[src/hw/prsreg_pkg.sv]
package prsreg_pkg;
    localparam logic [7:0] OFF_STATUS_ALIAS  = 8'h00;
    localparam logic [7:0] OFF_P_OUT_HIGH    = 8'h01;
    localparam logic [7:0] OFF_P_OUT_MID     = 8'h02;
    localparam logic [7:0] OFF_P_OUT_LOW     = 8'h03;
    localparam logic [7:0] OFF_T_OUT_HIGH    = 8'h04;
    localparam logic [7:0] OFF_T_OUT_LOW     = 8'h05;
    localparam logic [7:0] OFF_DATA_READY    = 8'h06;
    localparam logic [7:0] OFF_P_CHG_HIGH    = 8'h07;
    localparam logic [7:0] OFF_P_CHG_MID     = 8'h08;
    localparam logic [7:0] OFF_P_CHG_LOW     = 8'h09;
    localparam logic [7:0] OFF_T_CHG_HIGH    = 8'h0a;
    localparam logic [7:0] OFF_T_CHG_LOW     = 8'h0b;
    localparam logic [7:0] OFF_IDENTITY      = 8'h0c;
    localparam logic [7:0] OFF_QUEUE_STATE   = 8'h0d;
    localparam logic [7:0] OFF_QUEUE_PORT    = 8'h0e;
    localparam logic [7:0] OFF_QUEUE_SETUP   = 8'h0f;
    localparam logic [7:0] OFF_OVF_TIME      = 8'h10;
    localparam logic [7:0] OFF_OP_MODE       = 8'h11;
    localparam logic [7:0] OFF_INT_CAUSES    = 8'h12;
    localparam logic [7:0] OFF_EVENT_CFG     = 8'h13;
    localparam logic [7:0] OFF_RESERVED_A    = 8'h14;
    localparam logic [7:0] OFF_RESERVED_B    = 8'h15;
    localparam logic [7:0] OFF_P_GOAL_HIGH   = 8'h16;
    localparam logic [7:0] OFF_P_GOAL_LOW    = 8'h17;
    localparam logic [7:0] OFF_T_GOAL        = 8'h18;
    localparam logic [7:0] OFF_P_BAND_HIGH   = 8'h19;
    localparam logic [7:0] OFF_P_BAND_LOW    = 8'h1a;
    localparam logic [7:0] OFF_T_BAND        = 8'h1b;
    localparam int         MAP_SIZE          = 28;
    localparam logic [7:0] RST_BYTE          = 8'h00;
    localparam int         QUEUE_MODE_MSB    = 7;
    localparam int         QUEUE_MODE_LSB    = 6;
    localparam int         RDY_T_BIT         = 1;
    localparam int         RDY_P_BIT         = 2;
    localparam int         RDY_ALL_BIT       = 3;
    localparam int         OVW_T_BIT         = 5;
    localparam int         OVW_P_BIT         = 6;
    localparam int         OVW_ALL_BIT       = 7;
endpackage

[src/hw/prsreg_bank.sv]
// Operation
// - Address 00h reads an alias of data-ready status or queue status.
// - With queue mode zero, address 00h shows the data-ready status.
// - Live 20-bit pressure split over 01h, 02h, 03h, high bits first.
// - Live 12-bit temperature split over 04h and 05h.
// - Auto-increment pointer wraps from 05h back to 00h.
// - Auto-increment pointer wraps from 0Bh back to 06h.
// - Queue read port at 0Eh keeps the pointer at 0Eh.
// - In queue mode, 01h is the queue root; pointer stays at 01h.
// - 20-bit pressure change split over 07h, 08h, 09h.
// - 12-bit temperature change split over 0Ah and 0Bh.
// - Data-ready status at 06h, also at 00h when queue disabled.
// - 0Ch returns fixed identity, untouched by standby-to-active.
// - Queue status at 0Dh reads zero after reset.
// - Queue setup at 0Fh is read/write, resets zero, survives activation.
// - 10h reports time elapsed since queue overflow.
// - 11h reports operating mode and clears on standby-to-active.
// - 12h reports pending interrupt causes, not cleared on activation.
// - 13h configures data event flags; read/write, resets zero.
// - 16-bit pressure goal at 16h/17h, read/write, resets zero.
// - 16-bit pressure band at 19h/1Ah, read/write, resets zero.
// - Flagged registers return to defaults on standby-to-active.
// - Contents are kept when going from active back to standby.
`timescale 1ns/1ps
module prsreg_bank #(
    parameter logic [7:0] IDENTITY_VALUE = 8'h5a // Arbitrary value
) (
    input  wire logic        i_clk,
    input  wire logic        i_rst,
    input  wire logic        i_ce,
    input  wire logic        i_active,
    input  wire logic        i_ptr_load,
    input  wire logic [7:0]  i_ptr_addr,
    input  wire logic        i_wr_en,
    input  wire logic [7:0]  i_wr_data,
    input  wire logic        i_rd_en,
    input  wire logic        i_sample_valid,
    input  wire logic [19:0] i_pressure,
    input  wire logic [11:0] i_temperature,
    input  wire logic [7:0]  i_queue_status,
    input  wire logic [7:0]  i_queue_byte,
    input  wire logic [7:0]  i_overflow_time,
    input  wire logic [7:0]  i_int_causes,
    output logic [7:0]       o_rd_data,
    output logic [7:0]       o_ptr,
    output logic             o_queue_pop,
    output logic [7:0]       o_queue_setup,
    output logic [7:0]       o_event_flag_config,
    output logic [15:0]      o_pressure_goal,
    output logic [7:0]       o_temperature_goal,
    output logic [15:0]      o_pressure_band,
    output logic [7:0]       o_temperature_band
);
    localparam int MAP_SIZE = prsreg_pkg::MAP_SIZE;

    logic [7:0]  ptr_q;
    logic [7:0]  ptr_d;
    logic [7:0]  rd_data_q;
    logic        active_prev_q;
    logic [19:0] pressure_q;
    logic [11:0] temp_q;
    logic [19:0] p_chg_q;
    logic [11:0] t_chg_q;
    logic [7:0]  dr_q;
    logic [7:0]  dr_d;
    logic [7:0]  qstate_q;
    logic [7:0]  ovf_time_q;
    logic [7:0]  mode_q;
    logic [7:0]  causes_q;
    logic [7:0]  setup_q;
    logic [7:0]  cfg_q;
    logic [15:0] p_goal_q;
    logic [7:0]  t_goal_q;
    logic [15:0] p_band_q;
    logic [7:0]  t_band_q;
    logic [7:0]  rd_map [MAP_SIZE];

    wire activate   = i_active & ~active_prev_q;
    wire queue_on   = |setup_q[prsreg_pkg::QUEUE_MODE_MSB:
                               prsreg_pkg::QUEUE_MODE_LSB];
    wire xfer       = i_rd_en | i_wr_en;
    wire in_map     = ptr_q < 8'(MAP_SIZE);
    wire rd_root    = queue_on && ptr_q == prsreg_pkg::OFF_P_OUT_HIGH;
    wire rd_qport   = ptr_q == prsreg_pkg::OFF_QUEUE_PORT;
    wire pop        = i_rd_en & (rd_root | rd_qport);
    wire clr_ready  = i_rd_en & ~queue_on
                      & (ptr_q == prsreg_pkg::OFF_P_OUT_HIGH);
    wire [7:0] status_alias = queue_on ? qstate_q : dr_q;

    // Pointer advance after each byte
    assign ptr_d =
        (ptr_q == prsreg_pkg::OFF_T_OUT_LOW)  ? prsreg_pkg::OFF_STATUS_ALIAS :
        (ptr_q == prsreg_pkg::OFF_T_CHG_LOW)  ? prsreg_pkg::OFF_DATA_READY :
        rd_qport                              ? prsreg_pkg::OFF_QUEUE_PORT :
        rd_root                               ? prsreg_pkg::OFF_P_OUT_HIGH :
                                                ptr_q + 8'h01;

    assign rd_map[0]  = status_alias;
    assign rd_map[1]  = queue_on ? i_queue_byte : pressure_q[19:12];
    assign rd_map[2]  = pressure_q[11:4];
    assign rd_map[3]  = {pressure_q[3:0], 4'h0};
    assign rd_map[4]  = temp_q[11:4];
    assign rd_map[5]  = {temp_q[3:0], 4'h0};
    assign rd_map[6]  = dr_q;
    assign rd_map[7]  = p_chg_q[19:12];
    assign rd_map[8]  = p_chg_q[11:4];
    assign rd_map[9]  = {p_chg_q[3:0], 4'h0};
    assign rd_map[10] = t_chg_q[11:4];
    assign rd_map[11] = {t_chg_q[3:0], 4'h0};
    assign rd_map[12] = IDENTITY_VALUE;
    assign rd_map[13] = qstate_q;
    assign rd_map[14] = i_queue_byte;
    assign rd_map[15] = setup_q;
    assign rd_map[16] = ovf_time_q;
    assign rd_map[17] = mode_q;
    assign rd_map[18] = causes_q;
    assign rd_map[19] = cfg_q;
    assign rd_map[20] = prsreg_pkg::RST_BYTE;
    assign rd_map[21] = prsreg_pkg::RST_BYTE;
    assign rd_map[22] = p_goal_q[15:8];
    assign rd_map[23] = p_goal_q[7:0];
    assign rd_map[24] = t_goal_q;
    assign rd_map[25] = p_band_q[15:8];
    assign rd_map[26] = p_band_q[7:0];
    assign rd_map[27] = t_band_q;

    wire [7:0] rd_value = in_map ? rd_map[ptr_q[4:0]] : prsreg_pkg::RST_BYTE;

    // Write decode; read-only and reserved offsets have no strobe
    wire we_setup  = i_wr_en && ptr_q == prsreg_pkg::OFF_QUEUE_SETUP;
    wire we_cfg    = i_wr_en && ptr_q == prsreg_pkg::OFF_EVENT_CFG;
    wire we_pg_hi  = i_wr_en && ptr_q == prsreg_pkg::OFF_P_GOAL_HIGH;
    wire we_pg_lo  = i_wr_en && ptr_q == prsreg_pkg::OFF_P_GOAL_LOW;
    wire we_tgoal  = i_wr_en && ptr_q == prsreg_pkg::OFF_T_GOAL;
    wire we_pb_hi  = i_wr_en && ptr_q == prsreg_pkg::OFF_P_BAND_HIGH;
    wire we_pb_lo  = i_wr_en && ptr_q == prsreg_pkg::OFF_P_BAND_LOW;
    wire we_tband  = i_wr_en && ptr_q == prsreg_pkg::OFF_T_BAND;

    // New sample sets ready bits; a still-set bit turns into overwrite.
    // Set wins over the clear that a pressure read causes.
    wire [7:0] dr_base = clr_ready ? prsreg_pkg::RST_BYTE : dr_q;
    wire [7:0] dr_set  = i_sample_valid ? (8'h00
        | (8'h01 << prsreg_pkg::RDY_T_BIT)
        | (8'h01 << prsreg_pkg::RDY_P_BIT)
        | (8'h01 << prsreg_pkg::RDY_ALL_BIT)
        | (dr_q[prsreg_pkg::RDY_T_BIT]
           ? 8'h01 << prsreg_pkg::OVW_T_BIT : 8'h00)
        | (dr_q[prsreg_pkg::RDY_P_BIT]
           ? 8'h01 << prsreg_pkg::OVW_P_BIT : 8'h00)
        | (dr_q[prsreg_pkg::RDY_ALL_BIT]
           ? 8'h01 << prsreg_pkg::OVW_ALL_BIT : 8'h00))
        : 8'h00;
    assign dr_d = dr_base | dr_set;

    always_ff @(posedge i_clk or posedge i_rst) begin
        if (i_rst) begin
            ptr_q         <= prsreg_pkg::RST_BYTE;
            rd_data_q     <= prsreg_pkg::RST_BYTE;
            active_prev_q <= 1'b0;
        end else if (i_ce) begin
            active_prev_q <= i_active;
            if (i_ptr_load) begin
                ptr_q <= i_ptr_addr;
            end else if (xfer) begin
                ptr_q <= ptr_d;
            end
            if (i_rd_en) begin
                rd_data_q <= rd_value;
            end
        end
    end

    // Measured results and status; cleared on activation (data-ready also on a 01h
    // read with queue mode off), never on a return to standby
    always_ff @(posedge i_clk or posedge i_rst) begin
        if (i_rst) begin
            pressure_q <= '0;
            temp_q     <= '0;
            p_chg_q    <= '0;
            t_chg_q    <= '0;
            dr_q       <= prsreg_pkg::RST_BYTE;
            qstate_q   <= prsreg_pkg::RST_BYTE;
            ovf_time_q <= prsreg_pkg::RST_BYTE;
            mode_q     <= prsreg_pkg::RST_BYTE;
        end else if (i_ce) begin
            if (activate) begin
                pressure_q <= '0;
                temp_q     <= '0;
                p_chg_q    <= '0;
                t_chg_q    <= '0;
                dr_q       <= prsreg_pkg::RST_BYTE;
                qstate_q   <= prsreg_pkg::RST_BYTE;
                ovf_time_q <= prsreg_pkg::RST_BYTE;
                mode_q     <= prsreg_pkg::RST_BYTE;
            end else begin
                if (i_sample_valid) begin
                    pressure_q <= i_pressure;
                    temp_q     <= i_temperature;
                    p_chg_q    <= i_pressure - pressure_q;
                    t_chg_q    <= i_temperature - temp_q;
                end
                dr_q       <= dr_d;
                qstate_q   <= i_queue_status;
                ovf_time_q <= i_overflow_time;
                mode_q     <= {7'h00, i_active};
            end
        end
    end

    // Host-written setup and sampled interrupt causes; never touched by activation
    always_ff @(posedge i_clk or posedge i_rst) begin
        if (i_rst) begin
            causes_q <= prsreg_pkg::RST_BYTE;
            setup_q  <= prsreg_pkg::RST_BYTE;
            cfg_q    <= prsreg_pkg::RST_BYTE;
            p_goal_q <= '0;
            t_goal_q <= prsreg_pkg::RST_BYTE;
            p_band_q <= '0;
            t_band_q <= prsreg_pkg::RST_BYTE;
        end else if (i_ce) begin
            causes_q <= i_int_causes;
            if (we_setup) setup_q <= i_wr_data;
            if (we_cfg) cfg_q <= i_wr_data;
            if (we_pg_hi) p_goal_q[15:8] <= i_wr_data;
            if (we_pg_lo) p_goal_q[7:0] <= i_wr_data;
            if (we_tgoal) t_goal_q <= i_wr_data;
            if (we_pb_hi) p_band_q[15:8] <= i_wr_data;
            if (we_pb_lo) p_band_q[7:0] <= i_wr_data;
            if (we_tband) t_band_q <= i_wr_data;
        end
    end

    // No write lockout in active mode: the host is trusted to stay in
    // standby while writing setup, goals and bands
    assign o_rd_data           = rd_data_q;
    assign o_ptr               = ptr_q;
    assign o_queue_pop         = i_ce & pop;
    assign o_queue_setup       = setup_q;
    assign o_event_flag_config = cfg_q;
    assign o_pressure_goal     = p_goal_q;
    assign o_temperature_goal  = t_goal_q;
    assign o_pressure_band     = p_band_q;
    assign o_temperature_band  = t_band_q;

    property p_wrap_temp;
        @(posedge i_clk) disable iff (i_rst)
        (i_ce && !i_ptr_load && xfer
            && ptr_q == prsreg_pkg::OFF_T_OUT_LOW)
            |=> ptr_q == prsreg_pkg::OFF_STATUS_ALIAS;
    endproperty
    a_wrap_temp: assert property (p_wrap_temp)
        else $error("pointer did not wrap 05h to 00h");

    property p_wrap_delta;
        @(posedge i_clk) disable iff (i_rst)
        (i_ce && !i_ptr_load && xfer
            && ptr_q == prsreg_pkg::OFF_T_CHG_LOW)
            |=> ptr_q == prsreg_pkg::OFF_DATA_READY;
    endproperty
    a_wrap_delta: assert property (p_wrap_delta)
        else $error("pointer did not wrap 0Bh to 06h");

    property p_qport_hold;
        @(posedge i_clk) disable iff (i_rst)
        (i_ce && !i_ptr_load && i_rd_en
            && ptr_q == prsreg_pkg::OFF_QUEUE_PORT)
            |-> o_queue_pop ##1 ptr_q == prsreg_pkg::OFF_QUEUE_PORT;
    endproperty
    a_qport_hold: assert property (p_qport_hold)
        else $error("queue port read moved pointer or missed pop");

    property p_root_hold;
        @(posedge i_clk) disable iff (i_rst)
        (i_ce && !i_ptr_load && i_rd_en && queue_on
            && ptr_q == prsreg_pkg::OFF_P_OUT_HIGH)
            |=> ptr_q == prsreg_pkg::OFF_P_OUT_HIGH
                && o_rd_data == $past(i_queue_byte);
    endproperty
    a_root_hold: assert property (p_root_hold)
        else $error("queue root read misbehaved");

    property p_step;
        @(posedge i_clk) disable iff (i_rst)
        (i_ce && !i_ptr_load && xfer && ptr_q == prsreg_pkg::OFF_OVF_TIME)
            |=> ptr_q == prsreg_pkg::OFF_OP_MODE;
    endproperty
    a_step: assert property (p_step)
        else $error("pointer did not advance by one");

    property p_alias_ready;
        @(posedge i_clk) disable iff (i_rst)
        (i_ce && i_rd_en && !queue_on && ptr_q == prsreg_pkg::OFF_STATUS_ALIAS)
            |=> o_rd_data == $past(dr_q);
    endproperty
    a_alias_ready: assert property (p_alias_ready)
        else $error("status alias did not show data-ready state");

    property p_identity;
        @(posedge i_clk) disable iff (i_rst)
        (i_ce && i_rd_en && ptr_q == prsreg_pkg::OFF_IDENTITY)
            |=> o_rd_data == IDENTITY_VALUE;
    endproperty
    a_identity: assert property (p_identity)
        else $error("identity read wrong");

    property p_reserved_write;
        @(posedge i_clk) disable iff (i_rst)
        (i_wr_en && (ptr_q == prsreg_pkg::OFF_RESERVED_A
                     || ptr_q == prsreg_pkg::OFF_RESERVED_B))
            |=> $stable(p_goal_q) && $stable(setup_q) && $stable(cfg_q);
    endproperty
    a_reserved_write: assert property (p_reserved_write)
        else $error("reserved write altered state");

    property p_activate_clear;
        @(posedge i_clk) disable iff (i_rst)
        (i_ce && activate && !we_setup)
            |=> pressure_q == 20'h00000 && mode_q == 8'h00
                && $stable(setup_q);
    endproperty
    a_activate_clear: assert property (p_activate_clear)
        else $error("activation clear wrong");

    property p_goal_write;
        @(posedge i_clk) disable iff (i_rst)
        (i_ce && we_pg_lo) |=> o_pressure_goal[7:0] == $past(i_wr_data);
    endproperty
    a_goal_write: assert property (p_goal_write)
        else $error("pressure goal low byte not written");

    property p_pres_split;
        @(posedge i_clk) disable iff (i_rst)
        (i_ce && i_rd_en && ptr_q == prsreg_pkg::OFF_P_OUT_MID)
            |=> o_rd_data == $past(pressure_q[11:4]);
    endproperty
    a_pres_split: assert property (p_pres_split)
        else $error("pressure middle byte wrong");

    property p_temp_split;
        @(posedge i_clk) disable iff (i_rst)
        (i_ce && i_rd_en && ptr_q == prsreg_pkg::OFF_T_OUT_LOW)
            |=> o_rd_data == {$past(temp_q[3:0]), 4'h0};
    endproperty
    a_temp_split: assert property (p_temp_split)
        else $error("temperature low nibble byte wrong");

    property p_pchg_split;
        @(posedge i_clk) disable iff (i_rst)
        (i_ce && i_rd_en && ptr_q == prsreg_pkg::OFF_P_CHG_HIGH)
            |=> o_rd_data == $past(p_chg_q[19:12]);
    endproperty
    a_pchg_split: assert property (p_pchg_split)
        else $error("pressure change high byte wrong");

    property p_tchg_split;
        @(posedge i_clk) disable iff (i_rst)
        (i_ce && i_rd_en && ptr_q == prsreg_pkg::OFF_T_CHG_LOW)
            |=> o_rd_data == {$past(t_chg_q[3:0]), 4'h0};
    endproperty
    a_tchg_split: assert property (p_tchg_split)
        else $error("temperature change low byte wrong");

    property p_causes_keep;
        @(posedge i_clk) disable iff (i_rst)
        (i_ce && activate)
            |=> causes_q == $past(i_int_causes);
    endproperty
    a_causes_keep: assert property (p_causes_keep)
        else $error("interrupt causes lost on activation");

    property p_cfg_write;
        @(posedge i_clk) disable iff (i_rst)
        (i_ce && we_cfg)
            |=> o_event_flag_config == $past(i_wr_data);
    endproperty
    a_cfg_write: assert property (p_cfg_write)
        else $error("event flag config not written");

    property p_keep_standby;
        @(posedge i_clk) disable iff (i_rst)
        (i_ce && !i_active && active_prev_q && !i_sample_valid)
            |=> $stable(pressure_q) && $stable(p_chg_q);
    endproperty
    a_keep_standby: assert property (p_keep_standby)
        else $error("results changed on return to standby");
endmodule // prsreg_bank

[config.mk]
export PLATFORM = sky130hd
export DESIGN_NAME = prsreg_bank
export DESIGN_NICKNAME = d
export VERILOG_FILES = /design/src/hw/prsreg_pkg.sv /design/src/hw/prsreg_bank.sv
export SDC_FILE = /design/constraint.sdc
export NUM_CORES = 1
export LEC_CHECK = 0
export BUFFER_PORTS_ARGS = -buffer_cell sky130_fd_sc_hd__buf_4
export CAP_MARGIN = 10
export CELL_PAD_IN_SITES_DETAIL_PLACEMENT = 1
export CELL_PAD_IN_SITES_GLOBAL_PLACEMENT = 1
export CORE_ASPECT_RATIO = 1.4
export CORE_MARGIN = 2
export CORE_UTILIZATION = 40
export CTS_BUF_LIST = sky130_fd_sc_hd__clkbuf_16
export DETAILED_ROUTE_END_ITERATION = 8
export PLACE_DENSITY = 0.86
export SETUP_SLACK_MARGIN = 0.1
export SYNTH_ARGS = -nofsm -noshare
export SYNTH_HDL_FRONTEND = slang
export SYNTH_SLANG_ARGS = --single-unit
[constraint.sdc]
create_clock -name i_clk -period 5.1 [get_ports i_clk]
set_input_delay 0.255 -clock i_clk [delete_from_list [all_inputs] [get_ports i_clk]]
set_output_delay 0.255 -clock i_clk [all_outputs]
set_load 0.01 [all_outputs]
# Word-level counts from Yosys, hierarchy flattened

Index checks and enable logic that the tools add are counted.

Add/sub/neg operators: 3
Multipliers: 0
Divide/modulo/power cells: 0
Magnitude comparators: 2
Equality and inequality tests: 12
Shift-type cells: 0
Multiplexer cells: 29
Bitwise operators: 13
Reductions and logical operators: 23

Operators with widths:

| kind                | count |
|---|---|
| $mux 8              | 17 |
| $mux 20             | 4 |
| $eq 8x5->1 const B  | 7 |
| $mux 12             | 4 |
| $bmux 8 s5          | 1 |
| $eq 8x4->1 const B  | 3 |
| $reduce_and 2->1    | 11 |
| $sub 20x20->20      | 1 |
| $sub 12x12->12      | 1 |
| $logic_and 1x1->1   | 9 |
| $add 8x1->8 const B | 1 |
| $eq 8x1->1 const B  | 1 |
| $eq 8x3->1 const B  | 1 |
| $lt 8x5->1 const B  | 1 |
| $or 7x8->8          | 1 |
| $or 8x8->8          | 1 |
| $mux 7              | 1 |
| $or 6x7->7          | 1 |
| $ge 6x6->1 const B  | 1 |
| $mux 6              | 1 |
| $not 5->6           | 1 |
| $and 1x1->1         | 5 |
| $reduce_bool 2->1   | 2 |
| $not 1->1           | 2 |
| other kinds (3)     | 4 |

Flip-flop bits (word level): 185
Latch bits: 0
Bits in writable memories: 0
Bits in read-only memories: 0
Input bits: 88
Output and inout bits: 81
Word-level logic and storage cells: 102
Memories: 0

# Logic depth before layout (Yosys ltp)

Gate-level depths: netlist of the first run.

Word-level depth: 8
Mapped depth: 11

# Worst setup path before layout of the first run

OpenSTA, ideal clock, no wires.

Path kind: flip-flop to flip-flop
From: register pressure_q[0]
To: register p_chg_q[12]
Setup time: 121 ps
Arrival time: 2119 ps
Path slack: 2860 ps
Cell stages (with the launch flop): 11
Path buffers: 0
Path through: dfrtp_1 -> ha_1 -> inv_1 -> fa_1 -> a21o_1 -> a221oi_2 -> o21ai_2 -> a21oi_1 -> nand2_1 -> xor2_1 -> a22o_1

Cells in the longest elaborated chain, start to end: 3

RTL lines:

| item                   | RTL line           | RTL |
|---|---|---|
| start, declared        | prsreg_bank.sv:60  | `logic [19:0] pressure_q;` |
| start signal, assigned | prsreg_bank.sv:197 | `pressure_q <= i_pressure;` |
| $sub 20x20->20         | prsreg_bank.sv:199 | `p_chg_q <= i_pressure - pressure_q;` |
| $mux 20                | prsreg_bank.sv:196 | `if (i_sample_valid) begin` |
| $mux 20                | prsreg_bank.sv:186 | `if (activate) begin` |
| end signal, assigned   | prsreg_bank.sv:199 |  |
| end, declared          | prsreg_bank.sv:62  | `logic [19:0] p_chg_q;` |

Every way passes these cells. The select of a mux whose other input is x is not followed.
A chain may end at the register's enable or synchronous reset.

# Worst setup path after layout of the first run

From: register ptr_q[0] (netlist: o_ptr[0])
To: output o_queue_pop

Cells in the longest elaborated chain, start to end: 5
Elaborated cells between the ends (all ways): 6
Classes of those cells: 2 x eq/ne; 3 x bitwise; 1 x reduce/logical

RTL lines:

| item                   | RTL line           | RTL |
|---|---|---|
| start, declared        | prsreg_bank.sv:56  | `logic [7:0] ptr_q;` |
| start signal, assigned | prsreg_bank.sv:157 | `ptr_q <= prsreg_pkg::RST_BYTE;` |
| start signal, assigned | prsreg_bank.sv:163 | `ptr_q <= i_ptr_addr;` |
| start signal, assigned | prsreg_bank.sv:165 | `ptr_q <= ptr_d;` |
| $eq 8x1->1             | prsreg_bank.sv:83  | `wire rd_root = queue_on && ptr_q == prsreg_pkg::OFF_P_OUT_HIGH;` |
| $logic_and 1x1->1      | prsreg_bank.sv:83  |  |
| $or 1x1->1 (*)         | prsreg_bank.sv:85  | `wire pop = i_rd_en & (rd_root \| rd_qport);` |
| $and 1x1->1 (*)        | prsreg_bank.sv:85  |  |
| $and 1x1->1 (*)        | prsreg_bank.sv:237 | `assign o_queue_pop = i_ce & pop;` |
| end, declared          | prsreg_bank.sv:46  | `output logic o_queue_pop,` |

Mark *: on every way between the ends. The rest lies on a longest branch, timed or not.

==> results of run 1 <==
-- cell type report --
| type | instances | area, µm² |
|---|---|---|
| clock buffers | 17 | 425 |
| clock inverters | 15 | 136 |
| fillers | 2807 | 13400 |
| inverters | 59 | 225 |
| multi-input cells | 647 | 5000 |
| flip-flops and latches | 176 | 4410 |
| well taps | 319 | 399 |
| repair buffers | 178 | 1350 |
-- worst max-delay path: stages, from the launching register on --
cell and delay [ps]:
dfrtp_2 860, buf_4 470, ha_1 290, nand3_1 110, or2_1 380, a21oi_1 310, buf_4 190
-- worst paths after layout --
check                                         from            end  slack, ps  cells after the start
min in group asynchronous                    i_rst    causes_q[4]         30                      3
worst max-delay path                      o_ptr[0]    o_queue_pop       1740                      6
worst min register to register         p_chg_q[19]    p_chg_q[19]        490                      2
worst max register to register            o_ptr[1]       o_ptr[7]       1830                      6
max in group asynchronous                    i_rst       o_ptr[1]       4210                      3
worst min-delay path            i_overflow_time[2]  ovf_time_q[2]         10                      3
-- per-stage QoR --
| step | utilization | std cells |
|---|---|---|
| 2_1_floorplan | - | 1001 |
| 3_3_place_gp | 0.448 | 1379 |
| 3_5_place_dp | 0.448 | 1379 |
| 4_1_cts | 0.470 | 1411 |
| 5_1_grt | 0.470 | 1411 |
| 6_report | 0.470 | 1411 |
-- cell families (layout without fill, tap and decap cells) --
logic type                 after synthesis  in the layout  share of synthesized area
AOI/OAI and AO/OA                      272            272                      0.176
and+or+nand+nor                        194            194                     0.0867
buffers and inverters                  178            269                     0.0911
DFF                                    176            176                      0.426
muxes                                  119            119                      0.153
adders and majority gates               36             36                     0.0451
xor gates and xnor gates                26             26                     0.0220
-- power by group through the flow --
stage / combinational [µW] / clock, µW / sequential [µW]
4_1_cts: 1340 / 1290 / 1850
3_5_place_dp: 1320 / 0 / 1870
2_1_floorplan: 973 / 0 / 1740
6_report: 1340 / 1280 / 1850
3_3_place_gp: 1260 / 0 / 1860
5_1_grt: 1460 / 1350 / 1880
-- state kept, by name, indices dropped and copies added (netlist names), 6 cells and up --
| name | flops |
|---|---|
| pressure_q | 20 |
| p_chg_q | 20 |
| qstate_q | 8 |
| ovf_time_q | 8 |
| o_pressure_goal | 16 |
| o_event_flag_config | 8 |
| dr_q | 6 |
| o_temperature_band | 8 |
| t_chg_q | 12 |
| causes_q | 8 |
| o_rd_data | 8 |
| o_ptr | 8 |
| o_pressure_band | 16 |
| o_temperature_goal | 8 |
| temp_q | 12 |
| o_queue_setup | 8 |
-- per-layer routing --
metal,track usage,share of wire
met1,0.287,0.37
met2,0.452,0.53
met3,0.0430,0.050
met4,0.142,0.057
met5,0,0
-- placed cells by master (no fill, tap or decap), types with 5 or more instances in the layout --
| cell | synthesis | final |
|---|---|---|
| xnor2_1 | 12 | 12 |
| o21ai_1 | 18 | 18 |
| nand2b_1 | 7 | 7 |
| nand3_1 | 16 | 16 |
| and2_1 | 8 | 8 |
| inv_6 | 0 | 5 |
| nand2_1 | 109 | 109 |
| mux2i_1 | 21 | 21 |
| a221o_1 | 10 | 10 |
| mux2_2 | 48 | 48 |
| mux2_1 | 26 | 26 |
| ha_1 | 34 | 34 |
| buf_4 | 66 | 177 |
| a221oi_1 | 6 | 6 |
| and3_1 | 6 | 6 |
| a22o_1 | 42 | 42 |
| nor2b_1 | 7 | 7 |
| dfrtp_1 | 176 | 174 |
| mux4_2 | 23 | 23 |
| o22ai_1 | 8 | 8 |
| a21oi_1 | 33 | 33 |
| o31ai_1 | 11 | 11 |
| inv_1 | 59 | 59 |
| nor2_1 | 20 | 20 |
| o21ai_0 | 86 | 85 |
| clkbuf_16 | 0 | 17 |
| o21a_1 | 5 | 5 |
| a22oi_1 | 6 | 6 |
| xor2_1 | 14 | 14 |
==> out/results.ini, run 1 <==
[status]
outcome=complete, no violations

[worst_setup_path]
cp_data_required_time_ps=4850
critPathLaunchType=flip-flop
worstSetupPathType=flip-flop to output pin
worstPathMaxFanout=28
end_kind=output pin
arrival_ps=3110

[timing]
worst_pin_slew_ps=1170
holdWs_ps=9.74
hold_viol_final=0
fin_skew_ps=12.9
fin_ws_ps=1740
relSlewSlack=0.215
slew_viol_final=0
clock.fmax_mhz=297
finalCritPeriodShare=0.659
finalSetupTns_ps=0
rsz0062_at_grt=false
setup_viol=0
fin_crit_ps=3360

[logic_synthesis]
syn_area_mm2=0.0103
synthFlopType=dfrtp_1
ys_types=68
seq_area_frac_synth=0.426
synth_seq_cells=176
yosysMostFrequentCell=dfrtp_1
syn_nets=1125
yosysTopAreaCell=dfrtp_1
synthCells=1001
ys_warn_count=0
synth_top_cell_area_share=0.426
yosys-top-cells-count=dfrtp_1 (176), nand2_1 (109), o21ai_0 (86)
synth_async_sr_flop_share=1.00
netlist_top_cells_area=dfrtp_1 (43%), mux2_2 (5.2%), mux4_2 (5.0%)
syn_area_per_cell_um2=10.3
synth_edf_count=0

[clock_tree]
htreeDepth=4
clk_pin_slew_worst_paths_ps=70
hold_buffers=0
ctsResizeCount=0
insertion_delay_ps=450
cts_buffers=17
cts-root-buf=clkbuf_16
post_cts_buffers=0
clockBufferDepth=2
tritoncts=done
cts_sinks=176

[floorplanning]
initial_core_util=0.407
core_mm2=0.0254
die_h_um=194
rows=69
dieWidth_um=140
ios=169
die-area_mm2=0.0271

[pwr]
sw_frac_of_total=0.354
leakage_uw=0.00568
p_per_area_mw_per_mm2=375
power_switching_uw=1580
power.total_uw=4470
max-vdd-ir-drop_uv=281
p_seq_frac=0.414
pwr-share-comb=0.300
clockPowerShare=0.286
internal_power_uw=2890

[detailed_routing]
drt_iter0_markers=646
avgViaCountPerCell=5.96
drc=0
routed_wl_um=34200
vias=8411
antenna_left=0
drt-wirelength-per-cell_um=24.2
dr.pass1.iters=5

[global_routing]
grt_pass1_wl_um=53400
grt_max_degree=177
grt_antenna_before_repair=0
grt_overflow_total=0
grt_pass1_vias=9057
track_usage=0.254

[place]
place_congestion=0.924
port_buffers=168
dp_hpwl_um=25300
place_area_mm2=0.0114
dpl_worst_slack_ps=1910

[final_layout]
drive_above_1_share=0.268
syn_to_final_growth_pct=15.6
final_cell_area_mm2=0.0119
diodes=0
final_nets=1203

[run]
cap_violations=0

[worst_hold_path]
min_path_type=primary input to flip-flop

(Power assumes the default switching activity.)
==> inputs of run 2 (changes only) <==
==> constraint.sdc (replaced) <==
create_clock -name i_clk -period 2.8 [get_ports i_clk]
set_input_delay 0.14 -clock i_clk [delete_from_list [all_inputs] [get_ports i_clk]]
set_output_delay 0.14 -clock i_clk [all_outputs]
set_load 0.01 [all_outputs]
==> run 2 against run 1 <==
Non-clock buffer count grew 87. Via count grew 3.9%. Clock skew up 1.1 ps. Global-route usage is 1.3 points higher. Power up 86%. Die area is the same. Sequential power is 78% higher. Wire length up 4.2%. Clock power is 83% higher. Final cell count increased by 6.2%. Critical path type is now flip-flop to flip-flop. Highest routed layer unchanged.
==> out/results.ini, run 2 (synthesis gave the netlist of run 1 again) <==
[timing]
clock.fmax_mhz=400
hold_viol_final=0  ; unchanged
setup_viol=0  ; unchanged
slew_viol_final=0  ; unchanged
fin_skew_ps=13.9  ; +1.07 ps
finalSetupTns_ps=0  ; unchanged
fin_crit_ps=2500
relSlewSlack=0.335  ; +0.120
rsz0062_at_grt=false
worst_pin_slew_ps=993  ; -180 ps
fin_ws_ps=298  ; -1440 ps
finalCritPeriodShare=0.894

[final_layout]
multi_input_area_mm2=0.00501  ; +0.30%
diodes=0  ; unchanged
layout_commonest_cell=buf_4
final_nets=1290  ; +7.2%
seqCellArea_mm2=0.00441  ; unchanged
layout_common_cells=buf_4 (197), dfrtp_1 (174), nand2_1 (109), o21ai_0 (85), dlygate4sd3_1 (66)
syn_to_final_growth_pct=23.8
reg_top3=p_chg_q: 20 flops, pressure_q: 20 flops
drive_above_1_share=0.269  ; +0.000557
fillers=2764  ; -1.5%

[worst_setup_path]
arrival_ps=2840  ; -270 ps
end_kind=flip-flop
critPathLaunchType=flip-flop
worstSetupPathType=flip-flop to flip-flop
worstPathMaxFanout=4  ; -86%
cp_data_required_time_ps=3130  ; -1720 ps

[global_routing]
grt_antenna_before_repair=0  ; unchanged
grt_util_met2=0.479  ; +0.0269
grtUsageMet1=0.304  ; +0.0163
grt_use_met3=0.0410  ; -0.00198
grt_pass1_wl_um=55700  ; +4.3%
grt_pass1_vias=9499  ; +4.9%
grt_overflow_total=0  ; unchanged
track_usage=0.267  ; +0.0125
busiest_layer=met2
grt_max_degree=58  ; -67%

[clock_tree]
cts_sinks=176  ; unchanged
insertion_delay_ps=450  ; about the same
tritoncts=done
htreeDepth=4  ; unchanged
clk_pin_slew_worst_paths_ps=70  ; about the same
cts_buffers=17  ; unchanged
post_cts_buffers=0  ; unchanged
clockBufferDepth=2  ; unchanged
cts-root-buf=clkbuf_16

[detailed_routing]
drt_iter0_markers=629  ; -2.6%
drt-wirelength-per-cell_um=23.8  ; -1.8%
dr.pass1.iters=5  ; unchanged
avgViaCountPerCell=5.83  ; -2.2%
antenna_left=0  ; unchanged
drc=0  ; unchanged
routed_wl_um=35600  ; +4.2%
vias=8736  ; +3.9%

[status]
outcome=complete, no violations

[floorplanning]
die_h_um=194  ; unchanged
die-area_mm2=0.0271  ; unchanged
ios=169  ; unchanged
rows=69  ; unchanged
initial_core_util=0.407  ; unchanged
dieWidth_um=140  ; unchanged
core_mm2=0.0254  ; unchanged

[place]
dpl_worst_slack_ps=222  ; -1690 ps
port_buffers=168  ; unchanged
dp_hpwl_um=26000  ; +3.1%
place_congestion=0.897  ; -3.0%

[pwr]
max-vdd-ir-drop_uv=488  ; +74%
leakage_uw=0.00605  ; +6.5%
p_per_area_mw_per_mm2=650  ; +74%

[worst_hold_path]
min_path_type=primary input to flip-flop

[run]
cap_violations=0  ; unchanged

## run 2: changes by cell type in the layout (fill, tap and decap cells not counted)
cell	delta
buf_12	+1
a21oi_2	+1
a21oi_1	-1
a221oi_2	-1
clkinv_2	+1
inv_6	-3
buf_4	+20
a221oi_4	+1
clkinvlp_4	+4
dlygate4sd3_1	+66
clkinv_1	-2
## run 2: layout make-up
class / instances / share of cell area
Clock buffer: 17 / 0.0333
Clock inverter: 15 / 0.0108
Inverter: 59 / 0.0176
Multi-Input combinational cell: 647 / 0.392
Sequential cell: 176 / 0.345
Tap cell: 319 / 0.0312
Timing Repair Buffer: 265 / 0.170
## run 2: where the power goes
part / total, µW / internal, µW / switching, µW
combinational: 2670 / 1230 / 1450
sequential: 3300 / 2910 / 391
clock: 2340 / 1230 / 1110
## run 2: path summary, 6_finish.rpt
path | slack [ps] | end | startpoint | depth (start not counted)
worst max-delay path | 300 | p_chg_q[12] | pressure_q[0] | 10
worst min-delay path | 20 | o_ptr[2] | i_ptr_addr[2] | 3
worst max register to register | 300 | p_chg_q[12] | pressure_q[0] | 10
worst min register to register | 480 | t_chg_q[8] | t_chg_q[8] | 2
max in group asynchronous | 1590 | o_temperature_band[5] | i_rst | 4
min in group asynchronous | 370 | causes_q[1] | i_rst | 3
## run 2: worst max-delay path: stages, from the launching register on
cell and delay (ps):
dfrtp_1 370, ha_1 180, inv_1 60, fa_1 410
a21o_1 220, a221oi_4 300, o21ai_2 130, a21oi_2 240
nand2_1 100, xor2_1 160, a22o_1 220
## run 2: routing by layer
metal,vias up,share of wire
li1,3872,-
met1,4454,0.38
met2,313,0.52
met3,97,0.045
met4,0,0.054
met5,-,0
## run 2: timing repair
item / CTS / global route
endpoints found under the hold margin: 128 / 0
gates resized for setup: 0 / 2
endpoints found under the setup margin: 0 / 3
hold buffers: 66 / 0
## run 2: per-stage QoR
stage,util,hold WS [ps],total power (µW),instances,area [µm²]
finish,0.504,22.6,8310,1498,12800
global route,0.504,6.20,8700,1498,12800
CTS,0.503,1.25,8290,1498,12800
detailed placement,0.455,290,5880,1400,11500
global placement,0.455,284,5770,1400,11500
floorplan,-,257,4940,1001,10300
==> inputs of run 3 (changes only) <==
--- a/config.mk
+++ b/config.mk
@@ -5,14 +5,13 @@
 export SDC_FILE = /design/constraint.sdc
 export NUM_CORES = 1
 export LEC_CHECK = 0
-export BUFFER_PORTS_ARGS = -buffer_cell sky130_fd_sc_hd__buf_4
+export BUFFER_PORTS_ARGS = -buffer_cell sky130_fd_sc_hd__buf_2
 export CAP_MARGIN = 10
 export CELL_PAD_IN_SITES_DETAIL_PLACEMENT = 1
 export CELL_PAD_IN_SITES_GLOBAL_PLACEMENT = 1
 export CORE_ASPECT_RATIO = 1.4
 export CORE_MARGIN = 2
 export CORE_UTILIZATION = 40
-export CTS_BUF_LIST = sky130_fd_sc_hd__clkbuf_16
 export DETAILED_ROUTE_END_ITERATION = 8
 export PLACE_DENSITY = 0.86
 export SETUP_SLACK_MARGIN = 0.1
==> constraint.sdc (replaced) <==
create_clock -name i_clk -period 2.8 [get_ports i_clk]
set_input_delay 0.42 -clock i_clk [delete_from_list [all_inputs] [get_ports i_clk]]
set_output_delay 0.42 -clock i_clk [all_outputs]
set_load 0.01 [all_outputs]
==> run 3 against run 2 <==
Combinational power shrank 7%. Sequential share of layout area grew 2.9 points. Maximum frequency shrank 5.5%. Global-route usage shrank 1.3 points. Sequential power is essentially flat. Clock skew shrank 1.2 ps. Count of clock-buffer cells in the layout grew 1. Core utilization shrank 3.9 points. Clock power is essentially flat. Wire length shrank 3.8%. Critical path depth shrank 4. Largest power group unchanged. Largest cell class unchanged.
==> out/results.ini, run 3 (synthesis gave the netlist of run 1 again) <==
[status]
outcome=complete, no violations

[worst_setup_path]
arrival_ps=2230  ; -610 ps
end_kind=output pin
worstPathMaxFanout=16  ; +12
worstSetupPathType=flip-flop to output pin
critPathLaunchType=flip-flop
cp_data_required_time_ps=2380  ; -750 ps

[global_routing]
grtUsageMet1=0.291  ; -0.0130
grt_util_met2=0.461  ; -0.0179
grt_antenna_before_repair=0  ; unchanged
track_usage=0.254  ; -0.0131
grt_use_met3=0.0356  ; -0.00543
grt_pass1_wl_um=53200  ; -4.4%
busiest_layer=met2
grt_max_degree=45  ; -22%
grt_pass1_vias=9082  ; -4.4%
grt_overflow_total=0  ; unchanged

[pwr]
clockPowerShare=0.286  ; +0.005
max-vdd-ir-drop_uv=477  ; -2.3%
pwr-share-comb=0.307  ; -0.015
leakage_uw=0.00575  ; -4.9%
power_switching_uw=2930  ; -0.46%
p_seq_frac=0.407  ; +0.010
internal_power_uw=5180  ; -3.5%
sw_frac_of_total=0.361  ; +0.00712
p_per_area_mw_per_mm2=688  ; +5.8%

[timing]
finalCritPeriodShare=0.946  ; +0.0521
clock.fmax_mhz=378  ; -5.5%
setup_viol=0  ; unchanged
slew_viol_final=0  ; unchanged
fin_skew_ps=12.7  ; -1.23 ps
finalSetupTns_ps=0  ; unchanged
hold_viol_final=0  ; unchanged
relSlewSlack=0.447  ; +0.111
rsz0062_at_grt=false
fin_crit_ps=2650  ; +146 ps
holdWs_ps=129  ; +106 ps
worst_pin_slew_ps=828  ; -165 ps

[place]
port_buffers=168  ; unchanged
place_congestion=0.956  ; +6.6%
dp_hpwl_um=26400  ; +1.5%

[clock_tree]
clk_pin_slew_worst_paths_ps=70  ; about the same
tritoncts=done
cts_sinks=176  ; unchanged
clockBufferDepth=2  ; unchanged
post_cts_buffers=0  ; unchanged
hold_buffers=0  ; -100%
htreeDepth=4  ; unchanged
cts-root-buf=clkbuf_16
insertion_delay_ps=450  ; about the same
cts_buffers=17  ; unchanged

[final_layout]
reg_top3=p_chg_q: 20 flops, pressure_q: 20 flops
layout_common_cells=dfrtp_1 (174), buf_2 (168), nand2_1 (109), o21ai_0 (85), inv_1 (57)
layout_commonest_cell=dfrtp_1
diodes=0  ; unchanged
final_nets=1232  ; -4.5%
drive_above_1_share=0.293  ; +0.0237
fillers=2888  ; +4.5%
final_core_util=0.464  ; -0.0393
seqCellArea_mm2=0.00441  ; about the same
syn_to_final_growth_pct=14.1
multi_input_area_mm2=0.00500  ; -0.15%

[floorplanning]
die_h_um=194  ; unchanged
rows=69  ; unchanged
core_mm2=0.0254  ; unchanged
ios=169  ; unchanged
dieWidth_um=140  ; unchanged
initial_core_util=0.407  ; unchanged
die-area_mm2=0.0271  ; unchanged

[detailed_routing]
antenna_left=0  ; unchanged
drc=0  ; unchanged
routed_wl_um=34200  ; -3.8%
drt-wirelength-per-cell_um=23.8  ; about the same
dr.pass1.iters=6  ; +1
drt_iter0_markers=600  ; -4.6%
avgViaCountPerCell=5.91  ; +1.3%
vias=8509  ; -2.6%

[run]
cap_violations=0  ; unchanged

[worst_hold_path]
min_path_type=primary input to asynchronous set/reset pin

run 3: stage by stage:
step                      power (µW)  worst slack, ps  cell area, µm²  cells
after floorplan                 4940              127           10300   1001
after global placement          5660             79.6           11200   1408
after detailed placement        5800             22.7           11200   1408
after CTS                       8130              150           11800   1440
after global routing            8490             90.1           11800   1440
final                           8110              152           11800   1440
run 3: cell type report:
cell class | instances | area share
multi-input cells | 647 | 0.425
clock inverters | 14 | 0.0104
inverters | 59 | 0.0194
clock buffers | 18 | 0.0373
well taps | 319 | 0.0339
repair buffers | 207 | 0.100
flip-flops and latches | 176 | 0.374
run 3: critical path, cell delays in order (launching register included):
cell and delay [ps]:
dfrtp_4 610, inv_1 120, ha_1 260, nand3_1 130, or2_1 270, a21oi_2 230
buf_2 180
run 3: final timing paths:
check | slack (ps) | startpoint | endpoint | cells after the start
setup / recovery | 150 | o_ptr[1] | o_queue_pop | 6
hold / removal | 130 | i_rst | ovf_time_q[1] | 2
setup reg to reg | 220 | pressure_q[0] | p_chg_q[14] | 11
hold reg to reg | 490 | p_chg_q[0] | p_chg_q[0] | 2
max in group asynchronous | 1960 | i_rst | o_pressure_band[5] | 3
min in group i_clk | 180 | i_overflow_time[1] | ovf_time_q[1] | 3
run 3: metal layers:
metal  share of wire  up-vias
li1                -     3768
met2            0.53      323
met5               0        -
met3           0.044       74
met4           0.050        0
met1            0.37     4344
run 3: what timing repair did:
action / in CTS / in global routing
setup endpoints to repair: 1 / 4
endpoints found under the hold margin: 0 / 0
gates resized for setup: 2 / 2
run 3: power by group through the flow:
stage | clock, µW | combinational (µW) | sequential [µW]
finish | 2320 | 2490 | 3300
CTS | 2350 | 2480 | 3290
detailed placement | 0 | 2460 | 3340
global placement | 0 | 2360 | 3300
global route | 2440 | 2710 | 3340
floorplan | 0 | 1770 | 3170
